[src/common/bfs_pkg.sv]
// Shared constants and carrier types for the bus fault status bank.
`default_nettype none

package bfs_pkg;

	// ---------------------------------------------------------------
	// Register command codes and reset values
	// ---------------------------------------------------------------
	localparam int unsigned BFS_DATA_W         = 8;
	localparam logic [7:0]  BFS_CMD_BUS_LIMIT  = 8'hd7;
	localparam logic [7:0]  BFS_CMD_SHORT      = 8'hd8;
	localparam logic [7:0]  BFS_CMD_PHASE      = 8'hd9;
	localparam logic [7:0]  BFS_RESET_VALUE    = 8'h00;
	localparam logic [7:0]  BFS_READ_IDLE      = 8'h00;

	// ---------------------------------------------------------------
	// Field layouts
	// ---------------------------------------------------------------
	localparam int unsigned BFS_LIMIT_N        = 8;
	localparam int unsigned BFS_SHORT_N        = 5;
	localparam int unsigned BFS_PHASE_N        = 6;
	localparam int unsigned BFS_LV_OUT_OV      = 0;
	localparam int unsigned BFS_LV_OUT_UV      = 1;
	localparam int unsigned BFS_LV_IN_OV       = 2;
	localparam int unsigned BFS_LV_IN_UV       = 3;
	localparam int unsigned BFS_HV_OUT_OV      = 4;
	localparam int unsigned BFS_HV_OUT_UV      = 5;
	localparam int unsigned BFS_HV_IN_OV       = 6;
	localparam int unsigned BFS_HV_IN_UV       = 7;
	localparam int unsigned BFS_SC_HIGH_SIDE   = 0;
	localparam int unsigned BFS_SC_LV_BUS      = 1;
	localparam int unsigned BFS_SC_LOW_SIDE    = 2;
	localparam int unsigned BFS_SC_HV_BUS      = 3;
	localparam int unsigned BFS_SC_FLYBACK     = 4;
	localparam logic [7:0]  BFS_BUCK_LIMITS    = 8'h43;
	localparam logic [7:0]  BFS_BOOST_LIMITS   = 8'hbc;
	localparam logic [7:0]  BFS_SHORT_MASK     = 8'h1f;
	localparam logic [7:0]  BFS_PHASE_MASK     = 8'h3f;
	localparam logic        BFS_DIR_BUCK       = 1'b0;
	localparam logic        BFS_DIR_BOOST      = 1'b1;

	// ---------------------------------------------------------------
	// Carrier types
	// ---------------------------------------------------------------
	typedef struct packed {
		logic                   direction;
		logic [BFS_LIMIT_N-1:0] bus_limit;
		logic [BFS_SHORT_N-1:0] short_det;
		logic [BFS_PHASE_N-1:0] first_level_overcurrent;
		logic [BFS_PHASE_N-1:0] negative_overcurrent;
	} bfs_pins_s;

	localparam int unsigned BFS_PINS_W = $bits(bfs_pins_s);

	typedef struct packed {
		logic [7:0]            cmd;
		logic                  wr;
		logic                  rd;
		logic [BFS_DATA_W-1:0] wdata;
	} bfs_req_s;

	typedef struct packed {
		logic                  ack;
		logic                  unmapped;
		logic [BFS_DATA_W-1:0] rdata;
	} bfs_rsp_s;

endpackage : bfs_pkg

`default_nettype wire

[src/logic/bfs_pin_sync.sv]
// Two-stage synchroniser for the fault detector and direction pins.
`timescale 1ns/1ns
`default_nettype none

module bfs_pin_sync (
	input  wire logic               i_clk,
	input  wire logic               i_srst,
	input  wire bfs_pkg::bfs_pins_s i_pins,
	output var  bfs_pkg::bfs_pins_s o_pins
);
	import bfs_pkg::*;

	typedef struct packed {
		bfs_pins_s meta;
		bfs_pins_s stable;
	} bfs_sync_s;

	bfs_sync_s st;
	bfs_sync_s next_st;

	// ---------------------------------------------------------------
	// Stage chain
	// ---------------------------------------------------------------
	// The first stage feeds only the second; nothing else may look at it.
	always_comb begin
		next_st        = st;
		next_st.meta   = i_pins;
		next_st.stable = st.meta;
	end

	always_ff @(posedge i_clk) begin
		if (i_srst) begin
			st <= '0;
		end else begin
			st <= next_st;
		end
	end

	assign o_pins = st.stable;

endmodule : bfs_pin_sync

`default_nettype wire

[src/logic/bfs_fault_status_bank.sv]
// Sticky fault status bank: bus limits, potential shorts, overcurrent phase location.
`timescale 1ns/1ns
`default_nettype none

// What this block does
// Buck mode: low-voltage bus output overvoltage sets bus-limit bit 0.
// Buck mode: low-voltage bus output undervoltage sets bus-limit bit 1.
// Boost mode: low-voltage bus input overvoltage sets bus-limit bit 2.
// Boost mode: low-voltage bus input undervoltage sets bus-limit bit 3.
// Boost mode: high-voltage bus output overvoltage sets bus-limit bit 4.
// Boost mode: high-voltage bus output undervoltage sets bus-limit bit 5.
// Buck mode: high-voltage bus input overvoltage sets bus-limit bit 6.
// Boost mode: high-voltage bus input undervoltage sets bus-limit bit 7.
// Possible high-side switch short sets short register bit 0.
// Possible low-voltage bus short to ground sets short register bit 1.
// Possible low-side switch short sets short register bit 2.
// Possible high-voltage bus short to ground sets short register bit 3.
// Possible flyback switch short sets bit 4; bits 7 to 5 reserved.
// Overcurrent or negative overcurrent at phase n sets phase bit n-1.
// Host reads phase register after an overcurrent summary flag rises.
// Direction pin reported as status: 0 buck, 1 boost; selects bus-limit flags.
// Flags stay set until software writes 0; all start at zero.
module bfs_fault_status_bank (
	input  wire logic               i_clk,
	input  wire logic               i_srst,
	input  wire bfs_pkg::bfs_req_s  i_req,
	input  wire bfs_pkg::bfs_pins_s i_pins,
	output var  bfs_pkg::bfs_rsp_s  o_rsp,
	output var  logic               o_boost_mode
);
	import bfs_pkg::*;

	typedef struct packed {
		logic [7:0] bus_limit;
		logic [7:0] short_flags;
		logic [7:0] phase_loc;
		bfs_rsp_s   rsp;
		logic       boost;
	} bfs_state_s;

	bfs_state_s st;
	bfs_state_s next_st;
	bfs_pins_s  sp;
	logic [7:0] limit_set;
	logic [7:0] short_set;
	logic [7:0] phase_set;
	logic       hit_limit;
	logic       hit_short;
	logic       hit_phase;

	// ---------------------------------------------------------------
	// Pin synchronisation
	// ---------------------------------------------------------------
	bfs_pin_sync u_sync (
		.i_clk  (i_clk),
		.i_srst (i_srst),
		.i_pins (i_pins),
		.o_pins (sp)
	);

	// ---------------------------------------------------------------
	// Set terms
	// ---------------------------------------------------------------
	// A bus-limit detector only counts in the direction where that bus side
	// is the one being limited; the other direction's flags are masked so stale detector
	// levels from the idle direction cannot raise a misleading flag.
	always_comb begin
		if (sp.direction == BFS_DIR_BOOST) begin
			limit_set = sp.bus_limit & BFS_BOOST_LIMITS;
		end else begin
			limit_set = sp.bus_limit & BFS_BUCK_LIMITS;
		end
	end

	always_comb begin
		short_set              = 8'h00;
		short_set[BFS_SHORT_N-1:0] = sp.short_det;
	end

	genvar g;
	generate
		for (g = 0; g < 8; g++) begin : g_phase
			if (g < BFS_PHASE_N) begin : g_live
				// Either condition marks the phase; which one is not kept.
				assign phase_set[g] = sp.first_level_overcurrent[g]
					| sp.negative_overcurrent[g];
			end else begin : g_resv
				assign phase_set[g] = 1'b0;
			end
		end
	endgenerate

	// ---------------------------------------------------------------
	// Command decode and register update
	// ---------------------------------------------------------------
	assign hit_limit = (i_req.cmd == BFS_CMD_BUS_LIMIT);
	assign hit_short = (i_req.cmd == BFS_CMD_SHORT);
	assign hit_phase = (i_req.cmd == BFS_CMD_PHASE);

	always_comb begin
		next_st = st;
		// Hardware set is ORed after the write so an event in the clearing
		// cycle survives.
		if (i_req.wr && hit_limit) begin
			next_st.bus_limit = i_req.wdata;
		end
		next_st.bus_limit = next_st.bus_limit | limit_set;
		if (i_req.wr && hit_short) begin
			next_st.short_flags = i_req.wdata;
		end
		next_st.short_flags = (next_st.short_flags | short_set) & BFS_SHORT_MASK;
		if (i_req.wr && hit_phase) begin
			next_st.phase_loc = i_req.wdata;
		end
		next_st.phase_loc = (next_st.phase_loc | phase_set) & BFS_PHASE_MASK;
		next_st.boost = sp.direction;
		next_st.rsp.ack = i_req.rd | i_req.wr;
		next_st.rsp.unmapped = (i_req.rd | i_req.wr) & ~(hit_limit | hit_short | hit_phase);
		next_st.rsp.rdata = BFS_READ_IDLE;
		if (i_req.rd) begin
			case (1'b1)
				hit_limit: next_st.rsp.rdata = st.bus_limit;
				hit_short: next_st.rsp.rdata = st.short_flags;
				hit_phase: next_st.rsp.rdata = st.phase_loc;
				default:   next_st.rsp.rdata = BFS_READ_IDLE;
			endcase
		end
	end

	always_ff @(posedge i_clk) begin
		if (i_srst) begin
			st.bus_limit   <= BFS_RESET_VALUE;
			st.short_flags <= BFS_RESET_VALUE;
			st.phase_loc   <= BFS_RESET_VALUE;
			st.rsp         <= '0;
			st.boost       <= BFS_DIR_BUCK;
		end else begin
			st <= next_st;
		end
	end

	assign o_rsp        = st.rsp;
	assign o_boost_mode = st.boost;

	logic no_limit_wr;
	logic no_short_wr;
	logic no_phase_wr;
	assign no_limit_wr = !(i_req.wr && hit_limit);
	assign no_short_wr = !(i_req.wr && hit_short);
	assign no_phase_wr = !(i_req.wr && hit_phase);
endmodule : bfs_fault_status_bank

`default_nettype wire

[config.mk]
export PLATFORM = sky130hd
export DESIGN_NAME = bfs_fault_status_bank
export DESIGN_NICKNAME = d
export VERILOG_FILES = /design/src/common/bfs_pkg.sv /design/src/logic/bfs_pin_sync.sv /design/src/logic/bfs_fault_status_bank.sv
export SDC_FILE = /design/constraint.sdc
export NUM_CORES = 1
export LEC_CHECK = 0
export BUFFER_PORTS_ARGS = -buffer_cell sky130_fd_sc_hd__buf_2
export CAP_MARGIN = 25
export CORE_UTILIZATION = 48
export DETAILED_ROUTE_END_ITERATION = 6
export HOLD_SLACK_MARGIN = 0.03
export PLACE_DENSITY = 0.77
export SYNTH_ARGS = -nofsm -noshare
export SYNTH_HDL_FRONTEND = slang
export SYNTH_HIERARCHICAL = 1
export SYNTH_SLANG_ARGS = --single-unit
[constraint.sdc]
create_clock -name i_clk -period 1.12 [get_ports i_clk]
set_clock_uncertainty 0.1 [all_clocks]
set_input_delay 0.056 -clock i_clk [delete_from_list [all_inputs] [get_ports i_clk]]
set_output_delay 0.056 -clock i_clk [all_outputs]
set_load 0.1 [all_outputs]
Word-level counts from Yosys, hierarchy flattened --
Cells that the tools add are included.
Word-level totals: register bits after elaboration 82, input port bits 46, word-level logic and storage cells 46
Cells by class: equality and inequality tests 3, multiplexer cells 7, bitwise gates (word level) 15, reductions and logical operators 4
Operator list (count):
- $eq A8 B8 Y1 const B | 3
- $mux W8 | 3
- $mux W6 | 3
- $or A1 B1 Y1 | 9
- $or A8 B8 Y8 | 1
- $or A6 B6 Y6 | 1
- $mux W5 | 1
- $or A5 B5 Y5 | 1
- $logic_and A1 B1 Y1 | 3
- $not A1 Y1 | 2
- $reduce_or A2 Y1 | 1
- $and A1 B1 Y1 | 1

Longest topological paths before layout --
depth after elaboration 5, mapped depth 5, gate-level depth less buffers 3

Hierarchy --
Netlist, hierarchy kept.
Modules (own cells, without submodules):
- bfs_fault_status_bank | times used 1, cells an instance 176, area an instance 1520.2 um2
- bfs_pin_sync | times used 1, cells an instance 109, area an instance 1391.3 um2

Worst setup path before layout --
OpenSTA, ideal clock, no wires.
kind input to register, start input port i_req[10] (netlist name), end register st[19] (netlist name), library setup time 0.132 ns, arrival 0.992 ns, required time 0.888 ns, path slack -0.104 ns, stages 4, cell sequence buf_6 > or4b_4 > o31ai_1 > a21oi_1
Between the ends: longest elaborated chain between the ends 4
Ends and longest elaborated chain:
- from (decl) | line bfs_fault_status_bank.sv:26 | input wire bfs_pkg::bfs_req_s i_req,
- $eq A8 B8 Y1 | line bfs_fault_status_bank.sv:97 | assign hit_short = (i_req.cmd == BFS_CMD_SHORT);
- $logic_and A1 B1 Y1
- $mux W5 | line bfs_fault_status_bank.sv:108 | if (i_req.wr && hit_short) begin
- $or A5 B5 Y5 | line bfs_fault_status_bank.sv:111 | next_st.short_flags = (next_st.short_flags | short_set) & BFS_SHORT_MASK;
- to (signal assigned) | line bfs_fault_status_bank.sv:138 | st <= next_st;
- to (decl) | line bfs_fault_status_bank.sv:41 | bfs_state_s st;
Every way passes these cells. A chain may end at the register's enable or synchronous reset.

Worst setup path after layout --
start input port i_req[8] (netlist name), end register st, in the netlist o_rsp[4]
Between the ends: longest elaborated chain between the ends 2
Ends and longest elaborated chain:
- $not A1 Y1 (no line)
- $reduce_or A2 Y1 (no line)
Every way passes these cells.

==> flow_summary.yaml <==
global_routing:
  groute.usage.overall_pct: 20.3
  grt-ovfl-total: 0
  grt_pass1_vias: 2165
  grt_pass1_wl_mm: 9.59
  grt_max_degree: 38
  antenna_found_initial: 0
clock_tree:
  root_buffer: "clkbuf_8"
  clkLatencyLatePin_ns: 0.35
  clk_pin_slew_worst_paths_ns: 0.09
  cts_tree: "built"
  clock_path_buffers: 2
  cts.sinks: 82
  cts_buffers: 9
  cts-htree-levels: 3
drt:
  ant_nets: 0
  vias: 2277
  drt-wirelength-per-cell_um: 12.9
  drt-total-wl_mm: 5.81
  drtIter0Drc: 211
  vias_per_cell: 5.07
  firstDrtPassIters: 4
  drcViolationCount: 0
worst_setup_path:
  timing.rr.end: "o_rsp[4]$_SDFF_PP0_"
  crit_arrival_ns: 1.18
  crit_type: "primary input to flip-flop"
  crit_cells: 6
  slowest_stage: "dlygate4sd3_1"
  worst-r2r-setup-slack_ns: 0.17
  cp_data_required_time_ns: 1.25
  ff2ff_path_depth: 2
  cp_slowest_stage_delay_ns: 0.54
  crit_family: "buffers and inverters"
  crit_chain: "dlygate4sd3_1 > buf_2 > nor2b_2 > buf_6 > o31ai_1 > a31oi_1"
  reg2reg_from: "st[31]$_SDFF_PP0_"
  cp_max_fo: 8
  critPathLaunchType: "primary input"
  end_kind: "flip-flop"
  critPathBufInv: 3
yosys:
  syn-num-nets: 331
  yosysTopAreaCell: "dfxtp_1"
  synth.distinct_cells: 26
  yosysSeqAreaShare_pct: 56.4
  netlist_top_cells_area: "dfxtp_1, nor2b_1, a31oi_1"
  synth_top_family_by_area: "simple AND/OR/NAND/NOR gates"
  synth_compound_area_share_pct: 13.2
  synthAdderAreaFrac_pct: 0
  synth_xor_area_share_pct: 0
  yosys.area_share.simple_pct: 23.7
  syn-instance-count: 285
  yosysTopAreaCellShare_pct: 56.4
  synth_mux_area_share_pct: 0
  synth-seq-cells: 82
  avgSynthCellArea_um2: 10.2
  syn-cell-area_um2: 2910
  ys_warn_count: 6
sta:
  fmax_mhz: 950
  worstMarginPinSlew_ns: 0.316
  hold_ws_ns: 0.0488
  min_period_ns: 1.05
  setup_viol: 0
  worst_slack_ns: 0.0674
  slew_headroom_pct: 78.7
  finalSetupTns_ns: 0
  rsz0062_at_grt: "no"
  report.final.hold_viol_count: 0
  post-route-period-util_pct: 94.0
  slew_viol_final: 0
placement:
  io_buffers: 56
  dp_hpwl_mm: 3.89
  dp_slack_ns: -0.250
  dp_cells: 404
  gp_congestion: 0.807
outcome:
  outcome: "finished, final reports clean"
finish:
  drive_gt1_share_pct: 25.7
  final_cells: 449
  syn_to_final_growth_pct: 36.4
  final_util_pct: 67.5
  diodes: 0
  finalNetCount: 415
floorplanning:
  coreArea_um2: 5890
  rows: 28
  die_area_um2: 6380
  io-pin-count: 57
  initial_core_util_pct: 49.5
  fp.dieH_um: 79.9
  die_w_um: 79.9
worst_hold_path:
  worstHoldStart: "i_req[9]"
  whs_path_depth: 4
  hp-class: "primary input to flip-flop"
  hold_end: "o_rsp[9]$_SDFF_PP0_"
power:
  power.density_nw_per_um2: 1470
  irDropWorstVdd_mv: 0.944
  p_leak_nw: 1.56
run:
  maxCapViolations: 0
power breakdown:
| group | switching [mW] | total, mW | internal (mW) | leakage, nW |
|---|---|---|---|---|
| Clock | 1.03 | 2.19 | 1.16 | 0.110 |
| Combinational | 0.263 | 0.555 | 0.292 | 0.772 |
| Sequential | 0.0426 | 3.08 | 3.04 | 0.675 |
metal layers:
| metal | global-route usage, % | part of all wire [%] |
|---|---|---|
| met5 | 0 | 0 |
| met3 | 4.91 | 5.2 |
| met4 | 13.2 | 3.1 |
| met1 | 23.2 | 43 |
| met2 | 33.8 | 49 |
sequential cells by signal, summed over array words and instances, names as in the netlist:
signal          cells
o_rsp              10
u_sync/next_st     26
o_boost_mode        1
st                 19
u_sync/o_pins      26
what timing repair did:
action,CTS,global route
hold endpoints to repair,37,0
setup endpoints to repair,0,27
setup buffers,0,0
hold buffers,30,0
gates resized for setup,0,3
how the worst max path moves through the flow:
stage | startpoint | end | slack, ns
global placement | i_req[11] | st[23]$_SDFF_PP0_ | -0.19
finish | i_req[8] | o_rsp[4]$_SDFF_PP0_ | 0.07
detailed placement | i_req[11] | st[12]$_SDFF_PP0_ | -0.25
CTS | i_srst | o_rsp[4]$_SDFF_PP0_ | 0.004
floorplan | i_req[10] | st[19]$_SDFF_PP0_ | -0.09
global route | i_req[8] | o_rsp[4]$_SDFF_PP0_ | 0.006
through the flow:
step | total power [mW] | instance area (µm²)
finish | 5.83 | 3970
global placement | 3.61 | 3460
detailed placement | 3.62 | 3460
floorplan | 3.42 | 2920
CTS | 5.87 | 3970
global route | 6.08 | 3970
final cells by class:
| type | count | area [µm²] |
|---|---|---|
| timing repair buffer | 105 | 935 |
| fill | 464 | 1910 |
| multi-input combinational | 168 | 1080 |
| tap | 75 | 93.8 |
| clock inverter | 5 | 61.3 |
| clock buffer | 11 | 151 |
| sequential | 82 | 1640 |
| inverter | 3 | 12.5 |
tightest hold or removal path, cell delays in order:
cell	delay [ns]
buf_2	0.10
buf_4	0.14
nor2_1	0.05
nor2_1	0.11
kinds of logic (layout without fill, tap and decap cells):
family,count (synthesis),after routing
DFF,82,82
and+or+nand+nor,112,112
buffers and inverters,35,124
AOI/OAI and AO/OA,56,56
cells in the mapped netlist, drive strengths merged:
| master | instances |
|---|---|
| nand2 | 8 |
| or4b | 1 |
| o31ai | 18 |
| nand3 | 10 |
| nor3b | 1 |
| clkbuf | 6 |
| or3b | 1 |
| dfxtp | 82 |
| and3 | 3 |
| nand4 | 14 |
| a21boi | 1 |
| nor2 | 10 |
| nor4b | 1 |
| and2 | 6 |
| o41ai | 6 |
| nand4b | 2 |
| a31oi | 22 |
| a32oi | 2 |
| clkinv | 1 |
| and4b | 2 |
| a21oi | 7 |
| buf | 26 |
| nor2b | 53 |
| inv | 2 |
placed cells by master, fill, tap and decap left out:
| master | n |
|---|---|
| clkbuf_8 | 11 |
| clkinv_2 | 2 |
| nand3_1 | 10 |
| and2_1 | 6 |
| or4b_4 | 1 |
| nor2b_2 | 1 |
| and4b_1 | 2 |
| nor4b_4 | 1 |
| buf_2 | 44 |
| o31ai_1 | 18 |
| inv_6 | 1 |
| nand2_1 | 8 |
| buf_4 | 16 |
| nand4b_1 | 2 |
| buf_12 | 14 |
| dlymetal6s4s_1 | 1 |
| bufinv_16 | 1 |
| dfxtp_1 | 82 |
| nand4_1 | 14 |
| a31oi_1 | 22 |
| and3_1 | 3 |
| inv_1 | 2 |
| nor3b_2 | 1 |
| a21boi_0 | 1 |
| a32oi_1 | 2 |
| a21oi_1 | 7 |
| nor2b_1 | 52 |
| or3b_1 | 1 |
| nor2_1 | 10 |
| buf_6 | 1 |
| o41ai_1 | 6 |
| dlygate4sd3_1 | 29 |
| clkinv_4 | 2 |
Note: power is estimated with default switching activity, not from simulation.
